**config.mk**
```make
export PLATFORM = sky130hd
export DESIGN_NAME = iop_port
export DESIGN_NICKNAME = d
export VERILOG_FILES = /design/src/rtl/iop_pkg.sv /design/src/rtl/iop_pin_mux.sv /design/src/rtl/iop_port.sv
export VERILOG_INCLUDE_DIRS = /design/src /design/src/rtl
export SDC_FILE = /design/constraint.sdc
export NUM_CORES = 1
export LEC_CHECK = 0
export BUFFER_PORTS_ARGS = -buffer_cell sky130_fd_sc_hd__buf_2
export CAP_MARGIN = 20
export CORE_MARGIN = 2
export CORE_UTILIZATION = 38
export CTS_CLUSTER_DIAMETER = 80
export CTS_CLUSTER_SIZE = 20
export DETAILED_ROUTE_END_ITERATION = 16
export SLEW_MARGIN = 15
export SYNTH_ARGS = -nofsm -noshare
export SYNTH_HDL_FRONTEND = slang
export SYNTH_SLANG_ARGS = --single-unit
```
**constraint.sdc**
```tcl
create_clock -name clk_i -period 2.4 [get_ports clk_i]
set_clock_uncertainty 0.1 [all_clocks]
set_input_delay 0.48 -clock clk_i [delete_from_list [all_inputs] [get_ports clk_i]]
set_output_delay 0.48 -clock clk_i [all_outputs]
set_load 0.005 [all_outputs]
```
**src/rtl/iop_consts.svh**
```systemverilog
// Purpose: Offsets, field positions and reset values of the I/O port
// Assumes: Byte offsets on a 32-bit classic Wishbone bus
// Notes: Definitions only
`ifndef IOP_CONSTS_SVH
`define IOP_CONSTS_SVH
`define IOP_ADDR_W 4
`define IOP_OFS_OUT 4'h0
`define IOP_OFS_IN 4'h4
`define IOP_OFS_DIR 4'h8
`define IOP_OFS_DRV 4'hC
`define IOP_OFS_PULL 4'h0
`define IOP_OFS_ANA 4'h4
`define IOP_PAGE_HI 1'b1
`define IOP_RST_BYTE 8'h00
`define IOP_RST_ANA 4'h0
`define IOP_ANA_BITS 4
`define IOP_LINES 4
`endif

```
**src/rtl/iop_pkg.sv**
```systemverilog
// Purpose: Types shared by the I/O port files
// Assumes: Eight pins, four analog lines
// Notes: Constants live in iop_consts.svh
package iop_pkg;
  typedef enum logic [1:0] {IOP_USE_DIGITAL, IOP_USE_FUNC, IOP_USE_ANALOG} iop_use_t;
  // Peripheral side of the pins: drive values, function enables
  typedef struct packed {
    logic pwm0;
    logic pwm1;
    logic cpu_clk;
    logic clk_32k;
    logic s0_out;
    logic s1_out;
    logic uart_tx;
    logic [7:0] fn_en;
  } iop_func_t;
  // Drive of one group of pins
  typedef struct packed {
    logic [7:0] oe;
    logic [7:0] dout;
    logic [7:0] pull;
    logic [7:0] ana_conn;
    logic [15:0] ana_line;
  } iop_pad_t;
endpackage

```
**src/rtl/iop_pin_mux.sv**
```systemverilog
// Purpose: Per-pin priority selection between analog, function and digital use
// Assumes: Register values come from flip-flops on the same clock
// Notes: Purely combinational; top registers its outputs
`timescale 1ns/1ps
`include "iop_consts.svh"
module iop_pin_mux (
  input wire logic [7:0] out_value_i,
  input wire logic [7:0] direction_i,
  input wire logic [7:0] drive_type_i,
  input wire logic [7:0] pullup_i,
  input wire logic [3:0] analog_pairs_i,
  input wire iop_pkg::iop_func_t func_i,
  output iop_pkg::iop_pad_t pad_o
);
  import iop_pkg::*;

  // Function value carried by each pin when its function is on
  function automatic logic [7:0] func_values(input iop_func_t f);
    func_values = {1'b0, f.uart_tx, f.s1_out, f.s0_out, f.clk_32k, f.cpu_clk, f.pwm1, f.pwm0};
  endfunction

  logic [7:0] fval;
  assign fval = func_values(func_i);

  ///////////////////////////////////////////////////////////////////////////
  // Pin decisions; analog beats function beats digital
  always_comb begin
    pad_o = '0;
    for (int i = 0; i < 8; i++) begin
      logic ana;
      logic od;
      logic drv;
      ana = analog_pairs_i[i/2];
      od = 1'b0;
      drv = 1'b0;
      if (ana) begin
        pad_o.ana_conn[i] = pullup_i[i];
        // Both pins of a pair read their select bits at the pair's own index, never off the ends
        if (i % 2 == 1) begin
          pad_o.ana_line[2*i +: 2] = out_value_i[2*(i/2) +: 2];
        end else begin
          pad_o.ana_line[2*i +: 2] = direction_i[2*(i/2) +: 2];
        end
      end else if (func_i.fn_en[i]) begin
        // s0 and s1 lines (pins four and five) force open-drain; uart_tx pin is push-pull; rx pin is input only
        if (i == 4 || i == 5) begin
          od = 1'b1;
          drv = ~fval[i];
          pad_o.pull[i] = pullup_i[i] & fval[i];
        end else if (i != 7) begin
          drv = 1'b1;
          pad_o.dout[i] = fval[i];
        end else begin
          pad_o.pull[i] = pullup_i[i];
        end
        pad_o.oe[i] = drv;
      end else begin
        od = drive_type_i[i];
        if (direction_i[i]) begin
          if (od) begin
            pad_o.oe[i] = ~out_value_i[i];
            pad_o.pull[i] = pullup_i[i] & out_value_i[i];
          end else begin
            pad_o.oe[i] = 1'b1;
            pad_o.dout[i] = out_value_i[i];
            pad_o.pull[i] = 1'b0;
          end
        end else begin
          pad_o.pull[i] = pullup_i[i];
        end
      end
    end
  end
endmodule

```
**src/rtl/iop_port.sv**
```systemverilog
// Purpose: Eight-pin I/O port with analog bus switching, Wishbone slave
// Assumes: Pins are foreign to clk_i; config reset arrives as rst_i
// Notes: Open-drain and tristate are expressed through pin_oe_o
//
// Function
// - Output register drives pins, resets zero
// - Input register reports sampled pin levels
// - Direction register: one means output
// - Drive type: one means open drain
// - Pull-up register enables pin pull-up
// - Four analog pair bits, upper read zero
// - Port reset clears every port register
// - Analog pair ignores function and digital
// - Enabled function overrides digital output
// - Otherwise plain digital, default after reset
// - Pin two CPU clock, three slow clock
// - Pins zero and one carry PWM
// - Serial pins four to seven
// - Open drain low disables pull-up
// - Analog pull-up bit connects the line
// - Odd pin line from output bits
// - Even pin line from direction bits
// - Four shared analog lines, any pin
// - Input pin output driver stays off
// - Open drain only drives low
// - Push-pull outputs never pulled up
`timescale 1ns/1ps
`include "iop_consts.svh"
module iop_port (
  input wire logic clk_i,
  input wire logic rst_i,
  input wire logic wb_cyc_i,
  input wire logic wb_stb_i,
  input wire logic wb_we_i,
  input wire logic [4:0] wb_adr_i,
  input wire logic [3:0] wb_sel_i,
  input wire logic [31:0] wb_dat_i,
  output logic [31:0] wb_dat_o,
  output logic wb_ack_o,
  input wire iop_pkg::iop_func_t func_i,
  input wire logic [7:0] pin_i,
  output logic [7:0] pin_o,
  output logic [7:0] pin_oe_o,
  output logic [7:0] pullup_en_o,
  output logic [7:0] ana_conn_o,
  output logic [15:0] ana_line_o,
  output logic uart_rx_o,
  output logic s0_in_o,
  output logic s1_in_o
);
  import iop_pkg::*;

  initial begin
    if (`IOP_ANA_BITS * 2 != 8 || `IOP_LINES != 4) begin
      $error("iop_port supports eight pins on four lines only");
    end
  end

  ///////////////////////////////////////////////////////////////////////////
  // Registers
  logic [7:0] out_value_bits;
  logic [7:0] direction_bits;
  logic [7:0] drive_type_bits;
  logic [7:0] pullup_connect_bits;
  logic [3:0] analog_pair_bits;
  logic [7:0] in_sync1;
  logic [7:0] in_level_bits;
  logic [31:0] rd_data;
  logic ack;
  logic [7:0] next_out_value_bits;
  logic [7:0] next_direction_bits;
  logic [7:0] next_drive_type_bits;
  logic [7:0] next_pullup_connect_bits;
  logic [3:0] next_analog_pair_bits;
  logic [31:0] next_rd_data;
  logic next_ack;
  iop_pad_t pad;
  iop_pad_t pad_q;

  // Register index decode; bit 4 picks the second page
  function automatic logic hit(input logic [4:0] adr, input logic page, input logic [3:0] ofs);
    hit = (adr[4] == page) && (adr[3:0] == ofs);
  endfunction

  logic req;
  logic wr;
  assign req = wb_cyc_i & wb_stb_i & ~ack;
  assign wr = req & wb_we_i & wb_sel_i[0];

  ///////////////////////////////////////////////////////////////////////////
  // Next register values; ack one cycle after request, so one-wait-state
  always_comb begin
    next_out_value_bits = out_value_bits;
    next_direction_bits = direction_bits;
    next_drive_type_bits = drive_type_bits;
    next_pullup_connect_bits = pullup_connect_bits;
    next_analog_pair_bits = analog_pair_bits;
    next_ack = req;
    next_rd_data = rd_data;
    if (wr) begin
      if (hit(wb_adr_i, 1'b0, `IOP_OFS_OUT)) next_out_value_bits = wb_dat_i[7:0];
      if (hit(wb_adr_i, 1'b0, `IOP_OFS_DIR)) next_direction_bits = wb_dat_i[7:0];
      if (hit(wb_adr_i, 1'b0, `IOP_OFS_DRV)) next_drive_type_bits = wb_dat_i[7:0];
      if (hit(wb_adr_i, `IOP_PAGE_HI, `IOP_OFS_PULL)) next_pullup_connect_bits = wb_dat_i[7:0];
      if (hit(wb_adr_i, `IOP_PAGE_HI, `IOP_OFS_ANA)) next_analog_pair_bits = wb_dat_i[3:0];
    end
    if (req && !wb_we_i) begin
      // Unmapped words read zero rather than erroring
      next_rd_data = 32'h0000_0000;
      if (hit(wb_adr_i, 1'b0, `IOP_OFS_OUT)) next_rd_data[7:0] = out_value_bits;
      if (hit(wb_adr_i, 1'b0, `IOP_OFS_IN)) next_rd_data[7:0] = in_level_bits;
      if (hit(wb_adr_i, 1'b0, `IOP_OFS_DIR)) next_rd_data[7:0] = direction_bits;
      if (hit(wb_adr_i, 1'b0, `IOP_OFS_DRV)) next_rd_data[7:0] = drive_type_bits;
      if (hit(wb_adr_i, `IOP_PAGE_HI, `IOP_OFS_PULL)) next_rd_data[7:0] = pullup_connect_bits;
      if (hit(wb_adr_i, `IOP_PAGE_HI, `IOP_OFS_ANA)) next_rd_data[3:0] = analog_pair_bits;
    end
  end

  // Port reset clears all configuration state
  always_ff @(posedge clk_i) begin
    if (rst_i) begin
      out_value_bits <= `IOP_RST_BYTE;
      direction_bits <= `IOP_RST_BYTE;
      drive_type_bits <= `IOP_RST_BYTE;
      pullup_connect_bits <= `IOP_RST_BYTE;
      analog_pair_bits <= `IOP_RST_ANA;
      rd_data <= 32'h0000_0000;
      ack <= 1'b0;
    end else begin
      out_value_bits <= next_out_value_bits;
      direction_bits <= next_direction_bits;
      drive_type_bits <= next_drive_type_bits;
      pullup_connect_bits <= next_pullup_connect_bits;
      analog_pair_bits <= next_analog_pair_bits;
      rd_data <= next_rd_data;
      ack <= next_ack;
    end
  end

  ///////////////////////////////////////////////////////////////////////////
  // Pin input synchroniser; first stage feeds only the second
  always_ff @(posedge clk_i) begin
    if (rst_i) begin
      in_sync1 <= 8'h00;
      in_level_bits <= 8'h00;
    end else begin
      in_sync1 <= pin_i;
      in_level_bits <= in_sync1;
    end
  end

  ///////////////////////////////////////////////////////////////////////////
  // Priority mux, registered so outputs come from flops
  iop_pin_mux u_mux (
    .out_value_i(out_value_bits),
    .direction_i(direction_bits),
    .drive_type_i(drive_type_bits),
    .pullup_i(pullup_connect_bits),
    .analog_pairs_i(analog_pair_bits),
    .func_i(func_i),
    .pad_o(pad)
  );

  // One flop stage: writes reach pins the cycle after the register updates
  always_ff @(posedge clk_i) begin
    if (rst_i) begin
      pad_q <= '0;
    end else begin
      pad_q <= pad;
    end
  end

  assign pin_o = pad_q.dout;
  assign pin_oe_o = pad_q.oe;
  assign pullup_en_o = pad_q.pull;
  assign ana_conn_o = pad_q.ana_conn;
  assign ana_line_o = pad_q.ana_line;
  assign wb_dat_o = rd_data;
  assign wb_ack_o = ack;

  // Serial inputs seen by peripherals, from synchronised levels; held high when analog
  logic [2:0] next_fin;
  logic [2:0] fin;
  always_comb begin
    next_fin = {in_level_bits[7], in_level_bits[5], in_level_bits[4]};
    if (analog_pair_bits[3]) next_fin[2] = 1'b1;
    if (analog_pair_bits[2]) next_fin[1:0] = 2'b11;
  end
  always_ff @(posedge clk_i) begin
    if (rst_i) begin
      fin <= 3'b111;
    end else begin
      fin <= next_fin;
    end
  end
  assign uart_rx_o = fin[2];
  assign s1_in_o = fin[1];
  assign s0_in_o = fin[0];

  ///////////////////////////////////////////////////////////////////////////
  // Checks; a write lands at the taking edge, the pins follow one edge later

  // Bus handshake and register writes
  a_ack_one_cycle: assert property (@(posedge clk_i) disable iff (rst_i)
    wb_ack_o
    |=> !wb_ack_o)
    else $error("ack held too long");
  a_out_write: assert property (@(posedge clk_i) disable iff (rst_i)
    wr && hit(wb_adr_i, 1'b0, `IOP_OFS_OUT)
    |=> out_value_bits == $past(wb_dat_i[7:0]))
    else $error("output write lost");
  a_dir_write: assert property (@(posedge clk_i) disable iff (rst_i)
    wr && hit(wb_adr_i, 1'b0, `IOP_OFS_DIR)
    |=> direction_bits == $past(wb_dat_i[7:0]))
    else $error("direction write lost");
  a_drv_write: assert property (@(posedge clk_i) disable iff (rst_i)
    wr && hit(wb_adr_i, 1'b0, `IOP_OFS_DRV)
    |=> drive_type_bits == $past(wb_dat_i[7:0]))
    else $error("drive type write lost");
  a_pull_write: assert property (@(posedge clk_i) disable iff (rst_i)
    wr && hit(wb_adr_i, `IOP_PAGE_HI, `IOP_OFS_PULL)
    |=> pullup_connect_bits == $past(wb_dat_i[7:0]))
    else $error("pull-up write lost");
  a_ana_write: assert property (@(posedge clk_i) disable iff (rst_i)
    wr && hit(wb_adr_i, `IOP_PAGE_HI, `IOP_OFS_ANA)
    |=> analog_pair_bits == $past(wb_dat_i[3:0]))
    else $error("analog pair write lost");
  a_sel_guard: assert property (@(posedge clk_i) disable iff (rst_i)
    req && wb_we_i && !wb_sel_i[0]
    |=> $stable({out_value_bits, direction_bits, drive_type_bits, pullup_connect_bits, analog_pair_bits}))
    else $error("masked write landed");

  // Readback; read data is captured at the taking edge
  a_out_read: assert property (@(posedge clk_i) disable iff (rst_i)
    wb_ack_o && !$past(wb_we_i) && $past(hit(wb_adr_i, 1'b0, `IOP_OFS_OUT))
    |-> wb_dat_o == {24'h00_0000, $past(out_value_bits)})
    else $error("output readback wrong");
  a_in_read: assert property (@(posedge clk_i) disable iff (rst_i)
    wb_ack_o && !$past(wb_we_i) && $past(hit(wb_adr_i, 1'b0, `IOP_OFS_IN))
    |-> wb_dat_o == {24'h00_0000, $past(in_level_bits)})
    else $error("input readback wrong");
  a_ana_upper_zero: assert property (@(posedge clk_i) disable iff (rst_i)
    wb_ack_o && !$past(wb_we_i) && $past(hit(wb_adr_i, `IOP_PAGE_HI, `IOP_OFS_ANA))
    |-> wb_dat_o[31:4] == 28'h000_0000)
    else $error("analog upper bits nonzero");
  a_in_two_flops: assert property (@(posedge clk_i) disable iff (rst_i)
    1'b1
    |-> ##2 in_level_bits == $past(pin_i, 2))
    else $error("input sample wrong");

  // Reset; these run while reset is high, so they carry no disable
  a_reset_clear: assert property (@(posedge clk_i)
    rst_i
    |=> out_value_bits == `IOP_RST_BYTE && direction_bits == `IOP_RST_BYTE && drive_type_bits == `IOP_RST_BYTE
      && pullup_connect_bits == `IOP_RST_BYTE && analog_pair_bits == `IOP_RST_ANA)
    else $error("reset left a register set");
  a_reset_pins: assert property (@(posedge clk_i)
    rst_i
    |=> pin_oe_o == 8'h00 && ana_conn_o == 8'h00 && uart_rx_o && s0_in_o && s1_in_o)
    else $error("pins not idle in reset");

  // Analog use beats everything else on its pair
  a_ana_no_drive: assert property (@(posedge clk_i) disable iff (rst_i)
    analog_pair_bits[0]
    |=> pin_oe_o[1:0] == 2'b00 && pullup_en_o[1:0] == 2'b00)
    else $error("analog pin driven");
  a_pair3_quiet: assert property (@(posedge clk_i) disable iff (rst_i)
    analog_pair_bits[3]
    |=> pin_oe_o[7:6] == 2'b00 && pullup_en_o[7:6] == 2'b00)
    else $error("analog serial pin driven");
  a_rx_analog: assert property (@(posedge clk_i) disable iff (rst_i)
    analog_pair_bits[3]
    |=> uart_rx_o)
    else $error("receiver saw analog pin");
  a_ana_conn: assert property (@(posedge clk_i) disable iff (rst_i)
    analog_pair_bits[0]
    |=> ana_conn_o[1:0] == $past(pullup_connect_bits[1:0]))
    else $error("analog connect wrong");
  a_odd_line: assert property (@(posedge clk_i) disable iff (rst_i)
    analog_pair_bits[1]
    |=> ana_line_o[7:6] == $past(out_value_bits[3:2]))
    else $error("odd line select wrong");
  a_even_line: assert property (@(posedge clk_i) disable iff (rst_i)
    analog_pair_bits[1]
    |=> ana_line_o[5:4] == $past(direction_bits[3:2]))
    else $error("even line select wrong");
  a_digital_line: assert property (@(posedge clk_i) disable iff (rst_i)
    !analog_pair_bits[3]
    |=> ana_conn_o[7:6] == 2'b00 && ana_line_o[15:12] == 4'h0)
    else $error("digital pin on analog bus");

  // Functions beat digital settings
  a_pwm_drive: assert property (@(posedge clk_i) disable iff (rst_i)
    !analog_pair_bits[0] && func_i.fn_en[1:0] == 2'b11
    |=> pin_oe_o[1:0] == 2'b11 && pin_o[1:0] == $past({func_i.pwm1, func_i.pwm0}))
    else $error("pwm not on pins");
  a_clk_pins: assert property (@(posedge clk_i) disable iff (rst_i)
    !analog_pair_bits[1] && func_i.fn_en[3:2] == 2'b11
    |=> pin_oe_o[3:2] == 2'b11 && pin_o[3:2] == $past({func_i.clk_32k, func_i.cpu_clk}))
    else $error("clocks not on pins");
  a_serial_od: assert property (@(posedge clk_i) disable iff (rst_i)
    !analog_pair_bits[2] && func_i.fn_en[4]
    |=> !pin_o[4] && pin_oe_o[4] == !$past(func_i.s0_out))
    else $error("serial line drove high");
  a_uart_tx: assert property (@(posedge clk_i) disable iff (rst_i)
    !analog_pair_bits[3] && func_i.fn_en[6]
    |=> pin_oe_o[6] && pin_o[6] == $past(func_i.uart_tx))
    else $error("transmit not on pin");
  a_rx_input: assert property (@(posedge clk_i) disable iff (rst_i)
    !analog_pair_bits[3] && func_i.fn_en[7]
    |=> !pin_oe_o[7] && pullup_en_o[7] == $past(pullup_connect_bits[7]))
    else $error("receive pin driven");

  // Plain digital pins
  a_input_no_drive: assert property (@(posedge clk_i) disable iff (rst_i)
    analog_pair_bits == 4'h0 && func_i.fn_en == 8'h00 && direction_bits == 8'h00
    |=> pin_oe_o == 8'h00)
    else $error("input pin driven");
  a_pp_out: assert property (@(posedge clk_i) disable iff (rst_i)
    !analog_pair_bits[0] && !func_i.fn_en[1] && direction_bits[1] && !drive_type_bits[1]
    |=> pin_oe_o[1] && pin_o[1] == $past(out_value_bits[1]))
    else $error("output value not on pin");
  a_od_low_only: assert property (@(posedge clk_i) disable iff (rst_i)
    analog_pair_bits[0] == 1'b0 && !func_i.fn_en[0] && direction_bits[0] && drive_type_bits[0]
    |=> pin_o[0] == 1'b0 && pin_oe_o[0] == !$past(out_value_bits[0]))
    else $error("open drain drove high");
  a_od_pull: assert property (@(posedge clk_i) disable iff (rst_i)
    !analog_pair_bits[0] && !func_i.fn_en[1] && direction_bits[1] && drive_type_bits[1] && !out_value_bits[1]
    |=> pin_oe_o[1] && !pin_o[1] && !pullup_en_o[1])
    else $error("pull-up on driven low");
  a_pp_no_pull: assert property (@(posedge clk_i) disable iff (rst_i)
    analog_pair_bits[1] == 1'b0 && !func_i.fn_en[3] && direction_bits[3] && !drive_type_bits[3]
    |=> !pullup_en_o[3])
    else $error("push-pull pulled up");
  a_in_pull: assert property (@(posedge clk_i) disable iff (rst_i)
    !analog_pair_bits[3] && !func_i.fn_en[7] && !direction_bits[7]
    |=> !pin_oe_o[7] && pullup_en_o[7] == $past(pullup_connect_bits[7]))
    else $error("input pull-up wrong");

  // Main scenarios
  c_read: cover property (@(posedge clk_i) wb_ack_o && !$past(wb_we_i));
  c_analog: cover property (@(posedge clk_i) ana_conn_o != 0);
  c_func: cover property (@(posedge clk_i) func_i.fn_en[2] && pin_oe_o[2]);
  c_od_low: cover property (@(posedge clk_i) drive_type_bits[1] && direction_bits[1] && pin_oe_o[1]);
  c_mid_reset: cover property (@(posedge clk_i) $fell(rst_i));
endmodule
```
After elaboration in Yosys (flattened, before gate mapping) --
Cells that the tools add are included.
Operators by class: $mul 0, mux-type cells 62, order comparisons 0, bitwise logic cells 33, reduce and logical (&&, ||, !) cells 31, shift-type cells 0, div/mod/pow operators 0, $add $sub $neg 0, eq/ne operators 3
Operators by type and width (count):
- $mux W1 | 56
- $mux W8 | 5
- $not A1 Y1 | 19
- $reduce_or A2 Y1 | 8
- $reduce_or A3 Y1 | 5
- $reduce_or A5 Y1 | 3
- $and A1 B1 Y1 | 14
- $reduce_and A2 Y1 | 5
- $eq A4 B4 Y1 const B | 2
- $logic_and A1 B1 Y1 | 7
- $eq A4 B3 Y1 const B | 1
- $logic_not A4 Y1 | 1
- $mux W4 | 1
- $reduce_or A4 Y1 | 1
- $logic_not A1 Y1 | 1
Storage, ports and cells: output and inout bits 84, input port bits 69, memories kept 0, latch bits 0, memory bits (read-only) 0, bits in registers 112, word-level logic and storage cells 166, memory bits (writable) 0

Longest topological paths before layout --
Gate-level depths: netlist of run 1.
depth after elaboration 8, gate-level depth with buffers 6, mapped depth without buffers 4

By module --
Synthesis of run 1 repeated with hierarchy kept, for this count alone.
Unflattened totals: cells, all modules 461, area, all modules 4531.8 um^2
By module, submodules not included:
- iop_port | area an instance 4028.9 um^2, seq. area each 2242.2 um^2, times used 1, cells each 378
- iop_pin_mux | area an instance 503.0 um^2, seq. area each 0.0 um^2, times used 1, cells each 83

Worst setup path after synthesis of run 1 --
Ideal clock, no wire load.
kind input to register, from input port wb_adr_i[4], to register direction_bits[7], setup time 0.128 ns, stages 5, arrival time 1.643 ns, setup slack 0.529 ns, path through nor4b_2 > nor4b_1 > buf_4 > mux2i_1 > nor2_1
Between the ends: longest elaborated chain between the ends 3
Ends and longest elaborated chain:
- start, declared | line iop_port.sv:35 | input wire logic [4:0] wb_adr_i,
- $not A1 Y1 | line iop_port.sv:82 | hit = (adr[4] == page) && (adr[3:0] == ofs);
- $logic_and A1 B1 Y1 | line iop_port.sv:82
- $reduce_and A2 Y1 (no source line)
- end signal, assigned | line iop_port.sv:123 | direction_bits <= `IOP_RST_BYTE;
- end signal, assigned | line iop_port.sv:131 | direction_bits <= next_direction_bits;
- end, declared | line iop_port.sv:62 | logic [7:0] direction_bits;
No other way between the ends. A chain may end at the register's enable or synchronous reset.

Worst setup path in the final report of run 1 --
from input port wb_adr_i[4], to register analog_pair_bits[0]
Between the ends: longest elaborated chain between the ends 2
Ends and longest elaborated chain:
- $logic_and A1 B1 Y1 | line iop_port.sv:82
- $reduce_and A2 Y1 (no source line)
- end signal, assigned | line iop_port.sv:126 | analog_pair_bits <= `IOP_RST_ANA;
- end signal, assigned | line iop_port.sv:134 | analog_pair_bits <= next_analog_pair_bits;
- end, declared | line iop_port.sv:65 | logic [3:0] analog_pair_bits;
No other way between the ends.

==> flow_metrics.py, run 1 <==
metrics = {
    "worst_setup_path": {
        "critPathLaunchType": "input port",
        "critPathKind": "input port to flip-flop",
        "cp-end-kind": "flip-flop",
        "critical_path_arrival_ps": 1900,
        "critPathMaxFanout": 17,
        "required_ps": 2520,
        "cp_cell_sequence": "buf_2 -> nor4b_2 -> buf_4 -> nand4_1 -> mux2i_1 -> nor2_1",
        "slowest_delay_ps": 320,
        "crit_slowest_cell": "nand4_1",
    },
    "yosys": {
        "ys_types": 42,
        "synth_top_area_frac": 0.523,
        "ys_seq_area_frac": 0.523,
        "postSynthAreaPerCell_um2": 9.92,
        "synthesis.instances": 432,
        "synthMostInstantiatedCell": "dfxtp_1",
        "synth_area_leaders": "dfxtp_1 52%, mux2i_1 9.6%, buf_4 4.6%",
        "yosys_warnings": 0,
        "synth_edf_count": 0,
        "synth-seq-cells": 112,
        "yosys-top-cells-count": "112 x dfxtp_1, 49 x nor2_1, 41 x mux2i_1, 26 x buf_4, 25 x and2_1",
        "netlist_area_um2": 4280,
        "synth_top_cell_by_area": "dfxtp_1",
        "async_flop_share": 0,
        "synthFlopType": "dfxtp_1",
    },
    "clock_network": {
        "cts_root_buf": "clkbuf_16",
        "cts-buffers-inserted": 9,
        "cts_tree": "done",
        "clk_pin_slew_ps": 70,
        "clock_sinks": 112,
        "cts_resized": 0,
        "cts_max_path_buffers": 2,
        "h-tree-depth": 3,
        "post-cts-setup-buffer-count": 0,
        "insertion_delay_ps": 340,
        "cts_hold_buf": 0,
    },
    "cells_and_area": {
        "drive_gt1_frac": 0.269,
        "nets": 608,
        "diodes": 0,
        "ff_latch_area_um2": 2240,
        "finalInstanceArea_um2": 5210,
        "fin_cells": 683,
        "largest_reg_flops": 16,
        "area_growth_pct": 21.7,
        "fin_util": 0.477,
        "multi_input_area_um2": 1860,
        "final.fill_count": 1032,
    },
    "route": {
        "drtPass1Iterations": 4,
        "routed_wl_um": 9820,
        "drc": 0,
        "antenna_left": 0,
        "drtIter0Drc": 130,
        "viasPerCell": 4.83,
        "avgRoutedWirePerCell_um": 14.4,
        "vias": 3298,
    },
    "placement": {
        "hpwl_um": 7340,
        "gp_congestion": 0.754,
        "io_buffers": 101,
        "dp_cells": 668,
        "postPlaceCellArea_um2": 4930,
    },
    "sta": {
        "setup_tns_ps": 0,
        "hold_viol": 0,
        "slew_headroom": 0.665,
        "report.final.slew_viol_count": 0,
        "final.min_clock_period_ps": 1780,
        "tightest_slew_ps": 503,
        "max_freq_ghz": 0.562,
        "setup_viol": 0,
        "rsz0062_at_grt": "false",
        "min_period_over_period": 0.741,
    },
    "global_route": {
        "grt_max_degree": 33,
        "grt_pass1_vias": 2932,
        "grt_util_all_layers": 0.163,
        "grt-ovfl-total": 0,
        "antenna_found_initial": 0,
        "grt_pass1_wl_um": 15100,
        "grt-busiest-layer": "met2",
        "use_met1": 0.227,
        "use_met3": 0.0306,
        "met2_usage": 0.250,
    },
    "die": {
        "die_area_um2": 12100,
        "die_width_um": 110,
        "num_io_pins": 153,
        "rows": 38,
        "start_util": 0.392,
        "core_area_um2": 10900,
        "die_h_um": 110,
    },
    "power": {
        "max-vdd-ir-drop_uv": 346,
        "p_per_area_nw_per_um2": 671,
        "total_power_uw": 3500,
        "p_leak_uw": 0.00231,
    },
    "outcome": {
        "status": "complete, no violations",
    },
    "flow_run": {
        "maxCapViolations": 0,
    },
    "min_path": {
        "hold_class": "input port to flip-flop",
    },
}
[layer usage]
| metal | share of wire | vias up |
|---|---|---|
| li1 | - | 1639 |
| met1 | 0.47 | 1547 |
| met2 | 0.45 | 105 |
| met3 | 0.065 | 7 |
| met4 | 0.013 | 0 |
| met5 | 0 | - |
[cells in the final DEF (no fill, tap or decap), drive strengths merged, types with 3 or more instances in the layout]
cell      n
and2     25
clkinv    3
a21oi    14
o22ai     5
nand3b   10
a311oi    3
o21ai     4
nor4      3
clkbuf   10
mux2i    41
and3      8
nor2     49
inv       5
nor2b    22
nand2b    5
a31oi     3
nor4b     5
buf     117
or3       8
nor3     19
a211oi    3
mux2      4
nand2    24
conb     24
dfxtp   112
[per-stage QoR]
step           hold WS, ps  worst slack [ps]
2_1_floorplan          304               529
3_3_place_gp           322               315
5_1_grt                207               485
4_1_cts                211               631
3_5_place_dp           320               289
6_report               215               622
[power breakdown]
| part | total, uW | switching, uW | internal, uW |
|---|---|---|---|
| Sequential | 1900 | 10.6 | 1890 |
| Clock | 1400 | 662 | 736 |
| Combinational | 205 | 118 | 86.6 |
| Total | 3500 | 791 | 2710 |
[cell families (layout without fill, tap and decap cells)]
logic type / after synthesis / after routing / share of synthesized area
other cells: 1 / 24 / 0.000875
flops: 112 / 112 / 0.523
mux: 46 / 46 / 0.112
buf+inv: 48 / 136 / 0.0651
simple gates: 186 / 186 / 0.242
compound gates: 39 / 39 / 0.0575
[path summary, 6_finish.rpt]
| path | to | cells after the start | startpoint | slack (ps) |
|---|---|---|---|---|
| setup / recovery | analog_pair_bits[0]$_SDFFE_PP0P_ | 6 | wb_adr_i[4] | 620 |
| hold / removal | pin_o[4]$_SDFF_PP0_ | 2 | func_i[4] | 220 |
| setup reg to reg | direction_bits[7]$_SDFFE_PP0P_ | 5 | wb_ack_o$_SDFF_PP0_ | 680 |
| hold reg to reg | in_level_bits[5]$_SDFF_PP0_ | 1 | in_sync1[5]$_SDFF_PP0_ | 330 |
[critical path, delay by kind of cell]
family                 cells  cell delay, ps
multiplexers               1             260
AND/OR/NAND/NOR            3             680
buffers and inverters      2             470
[final cells by class]
| type | count | area share |
|---|---|---|
| inverters | 4 | 0.00288 |
| clock buffers | 10 | 0.0458 |
| clock inverters | 5 | 0.00816 |
| well taps | 140 | 0.0336 |
| multi-input cells | 295 | 0.357 |
| flip-flops and latches | 112 | 0.430 |
| repair buffers | 117 | 0.122 |
Power figures use the tool's default switching activity.
==> run 2: changes to the inputs <==
==> constraint.sdc (replaced) <==
create_clock -name clk_i -period 1.7 [get_ports clk_i]
set_clock_uncertainty 0.1 [all_clocks]
set_input_delay 0.34 -clock clk_i [delete_from_list [all_inputs] [get_ports clk_i]]
set_output_delay 0.34 -clock clk_i [all_outputs]
set_load 0.005 [all_outputs]
==> run 2 against run 1 <==
Net effect:
- sequential share of layout area is 1.1 points lower
- first-iteration DRC count is 11% higher
- hold slack worse by 130 ps
- global-route usage is 0.33 points higher
- non-clock buffer count is 14 higher
- sequential power is 41% higher
- sequential cell count stayed put
- total power is 45% higher
- combinational power is 53% higher
- critical endpoint is now out_value_bits[1]$_SDFFE_PP0P_
- cell area is 2.7% higher
- largest cell class unchanged
- highest routed layer unchanged
- largest power group unchanged
==> flow_metrics.py, run 2 (synthesis results as in run 1) <==
metrics = {
    "outcome": {
        "status": "complete, no violations",
    },
    "global_route": {
        "grt-busiest-layer": "met2",
        "grt_max_degree": 47,
        "use_met1": 0.230,
        "grt_util_all_layers": 0.166,
        "grt_pass1_vias": 2976,
        "grt_pass1_wl_um": 15100,
        "met2_usage": 0.245,
        "use_met3": 0.0447,
        "antenna_found_initial": 0,
        "grt-ovfl-total": 0,
    },
    "sta": {
        "layout_setup_ws_ps": 104,
        "setup_viol": 0,
        "min_period_over_period": 0.939,
        "max_freq_ghz": 0.626,
        "report.final.slew_viol_count": 0,
        "rsz0062_at_grt": "true",
        "hold_viol": 0,
        "final.min_clock_period_ps": 1600,
    },
    "worst_setup_path": {
        "critPathMaxFanout": 4,
        "cp-end-kind": "flip-flop",
        "critical_path_arrival_ps": 1740,
        "critPathKind": "flip-flop to flip-flop",
        "critPathLaunchType": "flip-flop",
        "required_ps": 1840,
        "r2r_start": "wb_ack_o$_SDFF_PP0_",
        "startpoint": "wb_ack_o$_SDFF_PP0_",
    },
    "die": {
        "rows": 38,
        "die_area_um2": 12100,
        "die_h_um": 110,
        "die_width_um": 110,
        "core_area_um2": 10900,
        "start_util": 0.392,
        "num_io_pins": 153,
    },
    "min_path": {
        "min_from": "func_i[5]",
        "hold_class": "input port to flip-flop",
    },
    "route": {
        "drtPass1Iterations": 4,
        "vias": 3309,
        "viasPerCell": 4.75,
        "antenna_left": 0,
        "routed_wl_um": 9810,
        "drc": 0,
        "drtIter0Drc": 144,
        "avgRoutedWirePerCell_um": 14.1,
    },
    "cells_and_area": {
        "final_common_cell": "dfxtp_1",
        "drive_gt1_frac": 0.285,
        "final.fill_count": 1067,
        "diodes": 0,
        "mostFrequentLayoutCells": "111 x dfxtp_1, 101 x buf_2, 49 x nor2_1",
        "finalInstanceArea_um2": 5350,
        "largest_reg_flops": 16,
        "nets": 622,
        "area_growth_pct": 24.9,
    },
    "clock_network": {
        "cts_root_buf": "clkbuf_16",
        "cts_max_path_buffers": 2,
        "cts-buffers-inserted": 9,
        "h-tree-depth": 3,
        "cts_tree": "done",
        "insertion_delay_ps": 350,
        "clock_sinks": 112,
        "clk_pin_slew_ps": 70,
    },
    "placement": {
        "io_buffers": 101,
        "postPlaceCellArea_um2": 5040,
        "pre_cts_slack_ps": -95.5,
        "hpwl_um": 7220,
        "gp_congestion": 0.795,
    },
    "power": {
        "total_power_uw": 5080,
        "max-vdd-ir-drop_uv": 461,
        "p_leak_uw": 0.00239,
        "p_per_area_nw_per_um2": 949,
    },
    "flow_run": {
        "maxCapViolations": 0,
    },
}
==> run 2: cell count changes in the layout (fill, tap and decap cells not counted), sizes merged <==
cell,before,now
clkbuf,10,12
inv,5,4
bufinv,0,1
clkinv,3,1
buf,117,131
==> run 2: worst paths after layout <==
check	to	slack (ps)	depth (start not counted)
setup / recovery	out_value_bits[1]$_SDFFE_PP0P_	100	6
hold reg to reg	in_level_bits[1]$_SDFF_PP0_	340	1
hold / removal	pin_o[5]$_SDFF_PP0_	80	2
setup reg to reg	out_value_bits[1]$_SDFFE_PP0P_	100	6
==> run 2: timing repair <==
item	4_1_cts	5_1_grt
setup endpoints to repair	7	19
setup buffers	0	2
cloned	0	0
pin swaps	2	0
resized for setup	0	2
hold buffers	0	0
==> run 2: metal layers <==
metal / up-vias / wire length [um] / part of all wire
met4: 0 / 194 / 0.020
met3: 14 / 636 / 0.065
met1: 1507 / 4730 / 0.48
met2: 109 / 4250 / 0.43
met5: - / 0 / 0
li1: 1679 / - / -
==> run 2: power breakdown <==
part / internal, uW / switching (uW)
combinational: 143 / 171
clock: 1170 / 911
sequential: 2660 / 13.9
==> run 2: stage by stage <==
stage	util	std cells	TNS, ps	hold slack, ps
6_report	0.489	697	0	80.3
4_1_cts	0.488	695	0	63.5
2_1_floorplan	-	455	0	304
3_5_place_dp	0.461	680	-1830	320
5_1_grt	0.489	697	-29.3	79.5
3_3_place_gp	0.461	680	-654	320
==> run 2: final cells by class <==
type	instances	area (um^2)	area share
timing repair buffer	131	759	0.142
tap	140	175	0.0327
multi-input combinational	295	1870	0.349
clock buffer	12	246	0.0460
sequential	112	2240	0.419
clock inverter	3	42.5	0.00795
inverter	4	15.0	0.00281
==> run 2: critical path, stage by stage (launching register included) <==
cell	delay, ps
dfxtp_2	330
nand3b_1	230
buf_6	170
nor4_4	230
buf_4	190
mux2i_1	190
nor2_1	50
